$ cat src/design/bank_check_pkg.sv
package bank_check_pkg;
  // ==========================================
  // Geometry and timing (clock cycles)
  localparam int NUM_BANKS = 4;
  localparam int BANK_W = 2;
  localparam logic [3:0] BURST_LENGTH = 4'h4;
  localparam logic [3:0] HALF_BURST = 4'h2;
  localparam logic [3:0] WRITE_LATENCY = 4'h3;
  localparam logic [3:0] READ_LATENCY_ROUNDED_UP = 4'h7;
  localparam logic [3:0] WRITE_TO_READ_TURNAROUND = 4'h2;
  localparam logic [3:0] PRECHARGE_PERIOD = 4'hA;
  localparam logic [3:0] ACTIVATE_TO_ACCESS_DELAY = 4'hA;
  localparam logic [3:0] WRITE_RECOVERY_INTERVAL = 4'h6;
  localparam logic [7:0] SELF_REFRESH_EXIT_DELAY = 8'h10;
  // Read with auto precharge: earliest precharge after the read command
  localparam logic [3:0] READ_AP_ACCESS = 4'h2;
  // Write with auto precharge: latency, burst, then recovery
  localparam logic [4:0] WRITE_AP_ACCESS = 5'h0B;
  // Cross-bank spacing after an auto-precharge access
  localparam logic [4:0] GAP_WAP_TO_READ = 5'h07;
  localparam logic [4:0] GAP_WAP_TO_WRITE = 5'h02;
  localparam logic [4:0] GAP_RAP_TO_READ = 5'h02;
  localparam logic [4:0] GAP_RAP_TO_WRITE = 5'h07;
  localparam logic [4:0] GAP_AP_TO_ROW = 5'h01;

  // ==========================================
  // Commands and bank states
  typedef enum logic [2:0] {
    CMD_NOP = 3'h0, CMD_ACTIVE = 3'h1, CMD_READ = 3'h2, CMD_WRITE = 3'h3,
    CMD_PRECHARGE = 3'h4, CMD_REFRESH = 3'h5, CMD_MODE_LOAD = 3'h6, CMD_TERM_OFF = 3'h7
  } cmd_t;

  typedef enum logic [2:0] {
    BANK_IDLE = 3'h0, BANK_ACTIVATING = 3'h1, BANK_ROW_ACTIVE = 3'h3,
    BANK_BURST = 3'h2, BANK_AP_ACCESS = 3'h6, BANK_PRECHARGING = 3'h7
  } bank_state_t;

  typedef struct packed {
    logic chip_select_n;
    logic row_strobe_n;
    logic column_strobe_n;
    logic write_enable_n;
    logic auto_precharge;
    logic [1:0] bank;
  } cmd_pins_t;

  typedef struct packed {
    logic accepted;
    logic illegal;
    logic [2:0] cmd;
    logic [1:0] bank;
  } verdict_t;
endpackage

$ cat src/design/bank_tracker.sv
module bank_tracker (
  // Clocking
  input wire logic clock,
  input wire logic reset,
  input wire logic clock_enable,
  // Accepted command aimed at this bank; burst_cut marks a burst taken in another bank
  input wire logic hit,
  input wire logic [2:0] cmd,
  input wire logic auto_precharge,
  input wire logic burst_cut,
  // State out
  output bank_check_pkg::bank_state_t state,
  output logic in_precharge_window
);
  // ==========================================
  // Per-bank state and counter
  bank_check_pkg::bank_state_t state_r;
  logic [4:0] count_r;
  logic ap_window_r;

  assign state = state_r;
  assign in_precharge_window = ap_window_r;

  always_ff @(posedge clock or posedge reset) begin
    if (reset) begin
      state_r <= bank_check_pkg::BANK_IDLE;
      count_r <= 5'h00;
      ap_window_r <= 1'b0;
    end else if (clock_enable) begin
      if (hit && cmd == bank_check_pkg::CMD_ACTIVE) begin
        state_r <= bank_check_pkg::BANK_ACTIVATING;
        count_r <= {1'b0, bank_check_pkg::ACTIVATE_TO_ACCESS_DELAY};
      end else if (hit && cmd == bank_check_pkg::CMD_PRECHARGE) begin
        state_r <= bank_check_pkg::BANK_PRECHARGING;
        count_r <= {1'b0, bank_check_pkg::PRECHARGE_PERIOD};
        ap_window_r <= 1'b0;
      end else if (hit && (cmd == bank_check_pkg::CMD_READ || cmd == bank_check_pkg::CMD_WRITE)) begin
        if (auto_precharge) begin
          // access part first, then the precharge period
          state_r <= bank_check_pkg::BANK_AP_ACCESS;
          count_r <= (cmd == bank_check_pkg::CMD_READ) ?
                     {1'b0, bank_check_pkg::READ_AP_ACCESS} : bank_check_pkg::WRITE_AP_ACCESS;
        end else begin
          state_r <= bank_check_pkg::BANK_BURST;
          count_r <= {1'b0, bank_check_pkg::HALF_BURST};
        end
      end else if (burst_cut && state_r == bank_check_pkg::BANK_BURST) begin
        // a burst elsewhere ends this one
        state_r <= bank_check_pkg::BANK_ROW_ACTIVE;
        count_r <= 5'h00;
      end else if (count_r != 5'h00) begin
        count_r <= count_r - 5'h01;
      end else begin
        unique case (state_r)
          bank_check_pkg::BANK_ACTIVATING: state_r <= bank_check_pkg::BANK_ROW_ACTIVE;
          bank_check_pkg::BANK_BURST: state_r <= bank_check_pkg::BANK_ROW_ACTIVE;
          bank_check_pkg::BANK_AP_ACCESS: begin
            state_r <= bank_check_pkg::BANK_PRECHARGING;
            count_r <= {1'b0, bank_check_pkg::PRECHARGE_PERIOD};
            ap_window_r <= 1'b1;
          end
          bank_check_pkg::BANK_PRECHARGING: begin
            state_r <= bank_check_pkg::BANK_IDLE;
            ap_window_r <= 1'b0;
          end
          bank_check_pkg::BANK_IDLE, bank_check_pkg::BANK_ROW_ACTIVE: state_r <= state_r;
          default: state_r <= bank_check_pkg::BANK_IDLE;
        endcase
      end
    end
  end
endmodule // bank_tracker

$ cat config.mk
export PLATFORM = sky130hd
export DESIGN_NAME = bank_tracker
export DESIGN_NICKNAME = d
export VERILOG_FILES = /design/src/design/bank_check_pkg.sv /design/src/design/bank_tracker.sv
export SDC_FILE = /design/constraint.sdc
export NUM_CORES = 1
export LEC_CHECK = 0
export BUFFER_PORTS_ARGS = -buffer_cell sky130_fd_sc_hd__buf_2
export CAP_MARGIN = 25
export CORE_MARGIN = 8
export CORE_UTILIZATION = 40
export CTS_CLUSTER_DIAMETER = 60
export DETAILED_ROUTE_END_ITERATION = 12
export HOLD_SLACK_MARGIN = 0.03
export PLACE_DENSITY = 0.74
export SLEW_MARGIN = 20
export SYNTH_ARGS = -nofsm -noshare
export SYNTH_HDL_FRONTEND = slang
export SYNTH_SLANG_ARGS = --single-unit
export TNS_END_PERCENT = 100
$ cat constraint.sdc
create_clock -name clock -period 2 [get_ports clock]
set_input_delay 0.2 -clock clock [delete_from_list [all_inputs] [get_ports clock]]
set_output_delay 0.2 -clock clock [all_outputs]
set_load 0.005 [all_outputs]
After elaboration in Yosys (flattened, before gate mapping)

Cells that the tools add are included.

Register bits: 9
Logic and storage cells: 53
Bits in read-only memories: 0
Input port bits: 9
Bits in writable memories: 0
Memories kept: 0
Output and inout port bits: 4
Bits in latches: 0

$lt $le $gt $ge: 0
Reduce and logical (&&, ||, !) cells: 14
Divide/modulo/power cells: 0
Bitwise gates (word level): 1
Shift operators: 0
$mul: 0
Equal/unequal tests: 14
Mux-type cells: 20
Add/sub/neg operators: 1

Operators with widths:

| kind                                              | number |
|---|---|
| 2-to-1 mux 5 bit                                  | 6 |
| 2-to-1 mux 3 bit                                  | 6 |
| == test 3 x 2 -> 1 bit (second input constant)    | 4 |
| inequality test 5 bit (second input constant)     | 2 |
| == test 3 bit (second input constant)             | 3 |
| case mux 3 bit (3 select lines)                   | 1 |
| 2-to-1 mux 4 bit                                  | 2 |
| == test 3 x 1 -> 1 bit (second input constant)    | 2 |
| inequality test 2 bit (second input constant)     | 3 |
| AND reduction 6 bit                               | 1 |
| nonzero test 6 bit                                | 1 |
| nonzero test 5 bit                                | 1 |
| subtractor 5 x 1 -> 5 bit (second input constant) | 1 |
| logical AND 1 bit                                 | 4 |
| 2-to-1 mux 1 bit                                  | 4 |
| OR reduction 2 bit                                | 2 |
| logical NOT 3 bit                                 | 1 |
| AND reduction 3 bit                               | 1 |
| nonzero test 3 bit                                | 1 |
| case mux 1 bit (2 select lines)                   | 1 |
| AND reduction 2 bit                               | 1 |
| logical OR 1 bit                                  | 1 |
| NOT 1 bit                                         | 1 |

Depth between registers and ports, before layout

Gate-level depths: netlist (run 1).

Depth after elaboration: 8
Gate-level depth with buffers: 6
Mapped depth without buffers: 6

Least setup slack after synthesis (run 1)

Ideal clock, no wire load.

Kind: register to register
Start: reg count_r[0]
End: reg state_r[0], in the netlist state[0]
Library setup time: 0.125 ns
Arrival: 1.695 ns
Cell stages (with the launch flop): 7
Path buffers: 0
Clock period less this slack: 1.820 ns
Data required time: 1.875 ns
Setup slack: 0.180 ns
Cell sequence: dfrtp_1 -> inv_1 -> ha_1 -> or4b_1 -> a31oi_1 -> o31a_4 -> mux2_4

Longest elaborated chain between the ends: 3

Ends and longest elaborated chain:

| item                            | RTL line           | text |
|---|---|---|
| start, declared                 | bank_tracker.sv:18 | `logic [4:0] count_r;` |
| start signal, assigned          | bank_tracker.sv:32 | `count_r <= {1'b0, bank_check_pkg::ACTIVATE_TO_ACCESS_DELAY};` |
| start signal, assigned          | bank_tracker.sv:35 | `count_r <= {1'b0, bank_check_pkg::PRECHARGE_PERIOD};` |
| start signal, assigned          | bank_tracker.sv:41 | `count_r <= (cmd == bank_check_pkg::CMD_READ) ?` |
| nonzero test 5 bit              | bank_tracker.sv:51 | `end else if (count_r != 5'h00) begin` |
| inequality test 5 bit (no line) | -                  |  |
| AND reduction 3 bit (no line)   | -                  |  |
| end signal, assigned            | bank_tracker.sv:49 | `state_r <= bank_check_pkg::BANK_ROW_ACTIVE;` |
| end signal, assigned            | bank_tracker.sv:55 | `bank_check_pkg::BANK_ACTIVATING: state_r <= bank_check_pkg::BANK_ROW_ACTIVE;` |
| end signal, assigned            | bank_tracker.sv:56 | `bank_check_pkg::BANK_BURST: state_r <= bank_check_pkg::BANK_ROW_ACTIVE;` |
| end, declared                   | bank_tracker.sv:17 | `bank_check_pkg::bank_state_t state_r;` |

No other way between the ends.
A chain may end at the register's enable or synchronous reset.

Final worst setup path (run 1)

Start: reg count_r[0]
End: reg state_r[1], in the netlist state[1]

Same word-level chain as after synthesis.

==> results of run 1 <==
-- synth_stat cells, drive strengths merged --
cell	number
a21o	1
a21oi	3
a22o	1
a2bb2oi	2
a31oi	1
a32o	1
and2	1
and2b	1
and3	1
and3b	1
clkbuf	2
dfrtp	9
ha	1
inv	8
mux2	2
mux2i	2
nand2	1
nand2b	2
nand3	1
nand3b	1
nand4bb	1
nor2	6
nor3	1
nor3b	1
nor4	2
nor4b	1
nor4bb	1
o211ai	2
o21a	1
o21ai	7
o221ai	1
o22ai	1
o31a	1
o31ai	2
or2b	1
or3	1
or4b	2
xnor2	1
-- through the flow --
step | cell area, um2 | std cells | utilization, %
detailed placement | 788 | 104 | 46.7
finish | 837 | 109 | 49.6
global placement | 788 | 104 | 46.7
global route | 837 | 109 | 49.6
CTS | 825 | 109 | 48.8
floorplan | 699 | 75 | -
-- power groups by stage --
| stage | Combinational [mW] | Sequential, mW | Clock (mW) |
|---|---|---|---|
| after detailed placement | 0.462 | 0.353 | 0 |
| after CTS | 0.467 | 0.351 | 0.148 |
| after global placement | 0.458 | 0.347 | 0 |
| after floorplan | 0.341 | 0.335 | 0 |
| after global routing | 0.544 | 0.369 | 0.161 |
| final | 0.487 | 0.354 | 0.147 |
-- final cells by class --
cell class,count,area share [%]
multi-input combinational,56,53.7
sequential,9,26.9
timing repair buffer,15,10.2
clock buffer,4,3.14
inverter,8,3.59
tap,17,2.54
-- worst max-delay path by stage --
stage	from	end	slack (ns)	depth (start not counted)
after detailed placement	count_r[0]$_DFFE_PP0P_	state[1]$_DFFE_PP0P_	0.07	6
final	count_r[0]$_DFFE_PP0P_	state[1]$_DFFE_PP0P_	0.07	6
after CTS	count_r[0]$_DFFE_PP0P_	state[1]$_DFFE_PP0P_	0.06	6
after floorplan	count_r[0]$_DFFE_PP0P_	state[0]$_DFFE_PP0P_	0.18	6
after global placement	count_r[0]$_DFFE_PP0P_	state[0]$_DFFE_PP0P_	0.13	6
after global routing	count_r[0]$_DFFE_PP0P_	in_precharge_window$_DFFE_PP0P_	-0.01	6
-- layer usage --
metal / part of all wire [%] / global-route usage [%] / wire length [um] / vias up
li1: - / - / - / 318
met1: 46 / 12.9 / 783 / 304
met2: 48 / 17.7 / 808 / 12
met3: 3.1 / 2.21 / 53 / 4
met4: 2.6 / 7.34 / 44 / 0
met5: 0 / 0 / 0 / -
-- state kept, by name, summed over array words and instances, names as in the netlist --
register             cells
count_r                  5
state                    3
in_precharge_window      1
-- what timing repair did --
action / in CTS / in global routing
gates resized for setup: 0 / 3
hold buffers: 1 / 0
hold endpoints to repair: 9 / 0
setup endpoints to repair: 0 / 2
-- logic make-up (layout without fill, tap and decap cells) --
logic type                 after synthesis  after routing
DFF                                      9              9
muxes                                    4              4
xor gates and xnor gates                 1              1
buffers and inverters                   10             27
adders and majority gates                1              1
AOI/OAI and AO/OA                       24             24
and+or+nand+nor                         26             26
==> flow_summary.ini, run 1 <==
[worst_setup_path]
r2r_start = count_r[0]$_DFFE_PP0P_
worstPathArrival_ns = 2.08
crit_path_max_fanout = 5
regToRegSetupSlack_ns = 0.07
r2r-end = state[1]$_DFFE_PP0P_
crit_buf_inv = 1
cpMaxStageDelayCell = or4b_4
reg2regPathDepth = 6
crit_path_end_kind = register
path_class = register to register
cp-start-kind = register
critPathMaxStageDelay_ns = 0.48
crit_family = simple AND/OR/NAND/NOR gates
cp.required_ns = 2.16
path_cells = inv_1 > ha_2 > or4b_4 > a31oi_2 > o31a_4 > mux2_4

[worst_hold_path]
hold_class = input pin to register
holdPathEnd = state[2]$_DFFE_PP0P_
whs_path_depth = 2
min_from = hit

[clock_network]
cts_sinks = 9
cts_buffers = 3
cts_setup_buffers = 0
clk_latency_ns = 0.27
clk_pin_slew_ns = 0.07
cts_tree = built
cts_max_level = 1
cts_root_buffer = clkbuf_4
cts_buffer_depth = 2

[synth]
synth_cell_types = 41
syn_area_um2 = 699
yosysTopAreaCell = dfrtp_1
ys.warnings.count = 0
synthAdderAreaFrac_pct = 1.79
ys_seq_elements = 9
yosys.area_share.xor_xnor_pct = 1.25
synth_compound_area_share_pct = 25.9
synth_top_family_by_area = simple AND/OR/NAND/NOR gates
synthTopCellsByArea = dfrtp_1 32%, inv_1 4.3%, mux2_4 4.3%, mux2i_1 2.9%, or4b_1 2.9%
synth_top_area_share_pct = 32.2
synthesis.nets = 85
seq_area_frac_synth_pct = 32.2
synth_cells = 75
yosys-mux-area-fraction_pct = 7.16
syn_avg_cell_area_um2 = 9.33
synth_simple_gate_area_share_pct = 26.3

[drt]
drtPass1Iterations = 4
post_drt_wl_per_cell_um = 15.5
drt_wl_total_um = 1690
via_per_inst = 5.85
drcViolationCount = 0
postRouteAntennaNets = 0
vias = 638
drtIter0Drc = 22

[finish]
mostFrequentLayoutCells = 12 x buf_2, 9 x dfrtp_1, 8 x inv_1
multiInputGateArea_um2 = 449
mostFrequentLayoutCell = buf_2
seq_area_um2 = 225
fillers = 167
areaGrowthSynthToFinish_pct = 19.7
drive_above_1_share_pct = 30.4
nets = 103
n_antenna_cell = 0

[sta]
fin_crit_sh_pct = 96.3
slew_headroom_pct = 69.8
finalClockSkew_ns = 0.00765
setup_violations = 0
tightest_slew_ns = 0.447
period_minus_slack_ns = 1.93
timing.hold.ws_ns = 0.257
setup_ws_ns = 0.0748
slew_viol_final = 0
max_freq_mhz = 519
final-hold-violation-count = 0
setup-tns-final_ns = 0

[floorplanning]
die_area_um2 = 3340
fp.dieW_um = 57.8
io_pins = 13
core_area_um2 = 1690
std_cell_rows = 15
initial_core_util_pct = 41.4
die_y_um = 57.8

[grt]
groute.usage.overall_pct = 11.0
grt_max_degree = 10
grt_pass1_wl_um = 2890
gr-total-overflow = 0
grt_pass1_vias = 650
antenna_found_initial = 0

[power]
vdd_drop_max_mv = 0.500
p_comb_share_pct = 49.3
seqPwrFrac_pct = 35.8
switching_share_pct = 39.3
leakage_nw = 0.390
powerDensity_nw_per_um2 = 1180
power.total_mw = 0.989
internal_power_mw = 0.600
power_switching_mw = 0.389
clock_power_share_pct = 14.9

[placed_design]
dpl_worst_slack_ns = 0.0658
place_hpwl_um = 1260
gp_congestion = 0.859
io_buffers = 12

[run_status]
status = finished, final reports clean

[run]
maxCapViolations = 0
(Power assumes the default switching activity.)
==> inputs of run 2 (changes only) <==
--- a/constraint.sdc
+++ b/constraint.sdc
@@ -3,2 +3,2 @@
 set_output_delay 0.2 -clock clock [all_outputs]
-set_load 0.005 [all_outputs]
+set_load 0.1 [all_outputs]
==> run 2 against run 1 <==
  * Critical path depth is the same
  * Sequential share of layout area grew 0.33 points
  * Register-to-register slack is essentially flat
  * First-iteration DRC count shrank 73%
  * Largest cell class unchanged
  * Largest power group unchanged
  * Highest routed layer unchanged
==> flow_summary.ini, run 2 (synthesis gave the netlist of run 1 again) <==
[finish]
areaGrowthSynthToFinish_pct = 20.2
largest_register_ffs = 5
utilization_pct = 49.8
multiInputGateArea_um2 = 449
seq_area_um2 = 229
fillers = 174
n_antenna_cell = 0
mostFrequentLayoutCells = 12 x buf_2, 8 x inv_1, 6 x dfrtp_1
mostFrequentLayoutCell = buf_2
nets = 103
drive_above_1_share_pct = 33.7
largest_register = count_r

[drt]
via_per_inst = 5.87
drcViolationCount = 0
drtPass1Iterations = 4
vias = 640
postRouteAntennaNets = 0
drt_wl_total_um = 1610
drtIter0Drc = 6
post_drt_wl_per_cell_um = 14.8

[sta]
tightest_slew_ns = 0.496
final-hold-violation-count = 0
setup_violations = 0
slew_headroom_pct = 67.1
slew_viol_final = 0
rsz0062_at_grt = false
finalClockSkew_ns = 0.00141
setup-tns-final_ns = 0
timing.hold.ws_ns = 0.254
max_freq_mhz = 516
period_minus_slack_ns = 1.94
fin_crit_sh_pct = 96.8

[floorplanning]
io_pins = 13
initial_core_util_pct = 41.4
die_area_um2 = 3340
die_y_um = 57.8
std_cell_rows = 15
fp.dieW_um = 57.8
core_area_um2 = 1690

[grt]
grt_max_degree = 10
grt_pass1_wl_um = 2790
grt_pass1_vias = 633
gr-total-overflow = 0
groute.usage.overall_pct = 10.5
antenna_found_initial = 0

[worst_setup_path]
path_cells = inv_1 > ha_2 > or4b_4 > a31oi_2 > o31a_4 > mux2_4
cp-start-kind = register
crit_path_end_kind = register
critPathMaxStageDelay_ns = 0.48
cp.required_ns = 2.15
cpMaxStageDelayCell = or4b_4
crit_path_max_fanout = 5
path_class = register to register
worstPathArrival_ns = 2.08

[clock_network]
clk_latency_ns = 0.26
cts_sinks = 9
cts_root_buffer = clkbuf_4
cts_tree = built
cts_max_level = 1
clk_pin_slew_ns = 0.06
cts_buffers = 3
cts_buffer_depth = 2

[worst_hold_path]
hold_class = input pin to register

[power]
power.total_mw = 1.25
vdd_drop_max_mv = 0.829
powerDensity_nw_per_um2 = 1490
leakage_nw = 0.386

[run_status]
status = finished, final reports clean

[placed_design]
place_hpwl_um = 1230
io_buffers = 12
gp_congestion = 0.854

[run]
maxCapViolations = 0
## run 2: cell counts in the layout (fill, tap and decap cells not counted)
No cell type changed its count.
## run 2: final timing paths
path                                                 start                         endpoint  slack [ns]  cells after the start
min in group asynchronous                            reset  in_precharge_window$_DFFE_PP0P_        0.45                      3
hold reg to reg            in_precharge_window$_DFFE_PP0P_  in_precharge_window$_DFFE_PP0P_        0.53                      2
setup / recovery                    count_r[0]$_DFFE_PP0P_             state[1]$_DFFE_PP0P_        0.06                      6
hold / removal                                         hit             state[2]$_DFFE_PP0P_        0.25                      2
setup reg to reg                    count_r[0]$_DFFE_PP0P_             state[1]$_DFFE_PP0P_        0.06                      6
max in group asynchronous                            reset             state[2]$_DFFE_PP0P_        1.26                      3
## run 2: area by class of cell
| class | instances | area share, % |
|---|---|---|
| timing repair buffer | 15 | 10.1 |
| clock buffer | 4 | 3.13 |
| inverter | 8 | 3.57 |
| multi-input combinational | 56 | 53.4 |
| tap | 17 | 2.53 |
| sequential | 9 | 27.2 |
## run 2: power breakdown
| group | internal (mW) | leakage, nW | switching [mW] |
|---|---|---|---|
| combinational | 0.263 | 0.263 | 0.491 |
| clock | 0.0770 | 0.0150 | 0.0654 |
| sequential | 0.265 | 0.108 | 0.0923 |
## run 2: critical path, delay by kind of cell (launching register included)
family	cells	cell delay, ns
and+or+nand+nor	1	0.48
DFF	1	0.39
AOI/OAI and AO/OA	2	0.36
muxes	1	0.29
adders and majority gates	1	0.21
buffers and inverters	1	0.09
## run 2: routing by layer
metal	vias up	part of all wire (%)	GRT usage, %
li1	316	-	-
met1	296	51	14.3
met2	23	42	14.3
met3	5	4.5	1.77
met4	0	3.0	7.69
met5	-	0	0
## run 2: metrics by stage
step                      instance area, um2  std cells  worst slack [ns]
after floorplan                          703         75             0.178
after global placement                   792        104             0.130
after detailed placement                 792        104            0.0912
after CTS                                828        109            0.0538
after global routing                     841        109           0.00822
final                                    841        109            0.0633
## run 2: repair_timing
item | CTS | global route
buffers inserted | 0 | 0
setup endpoints to repair | 0 | 2
hold buffers | 1 | 0
gates resized for setup | 0 | 3
endpoints found under the hold margin | 9 | 0
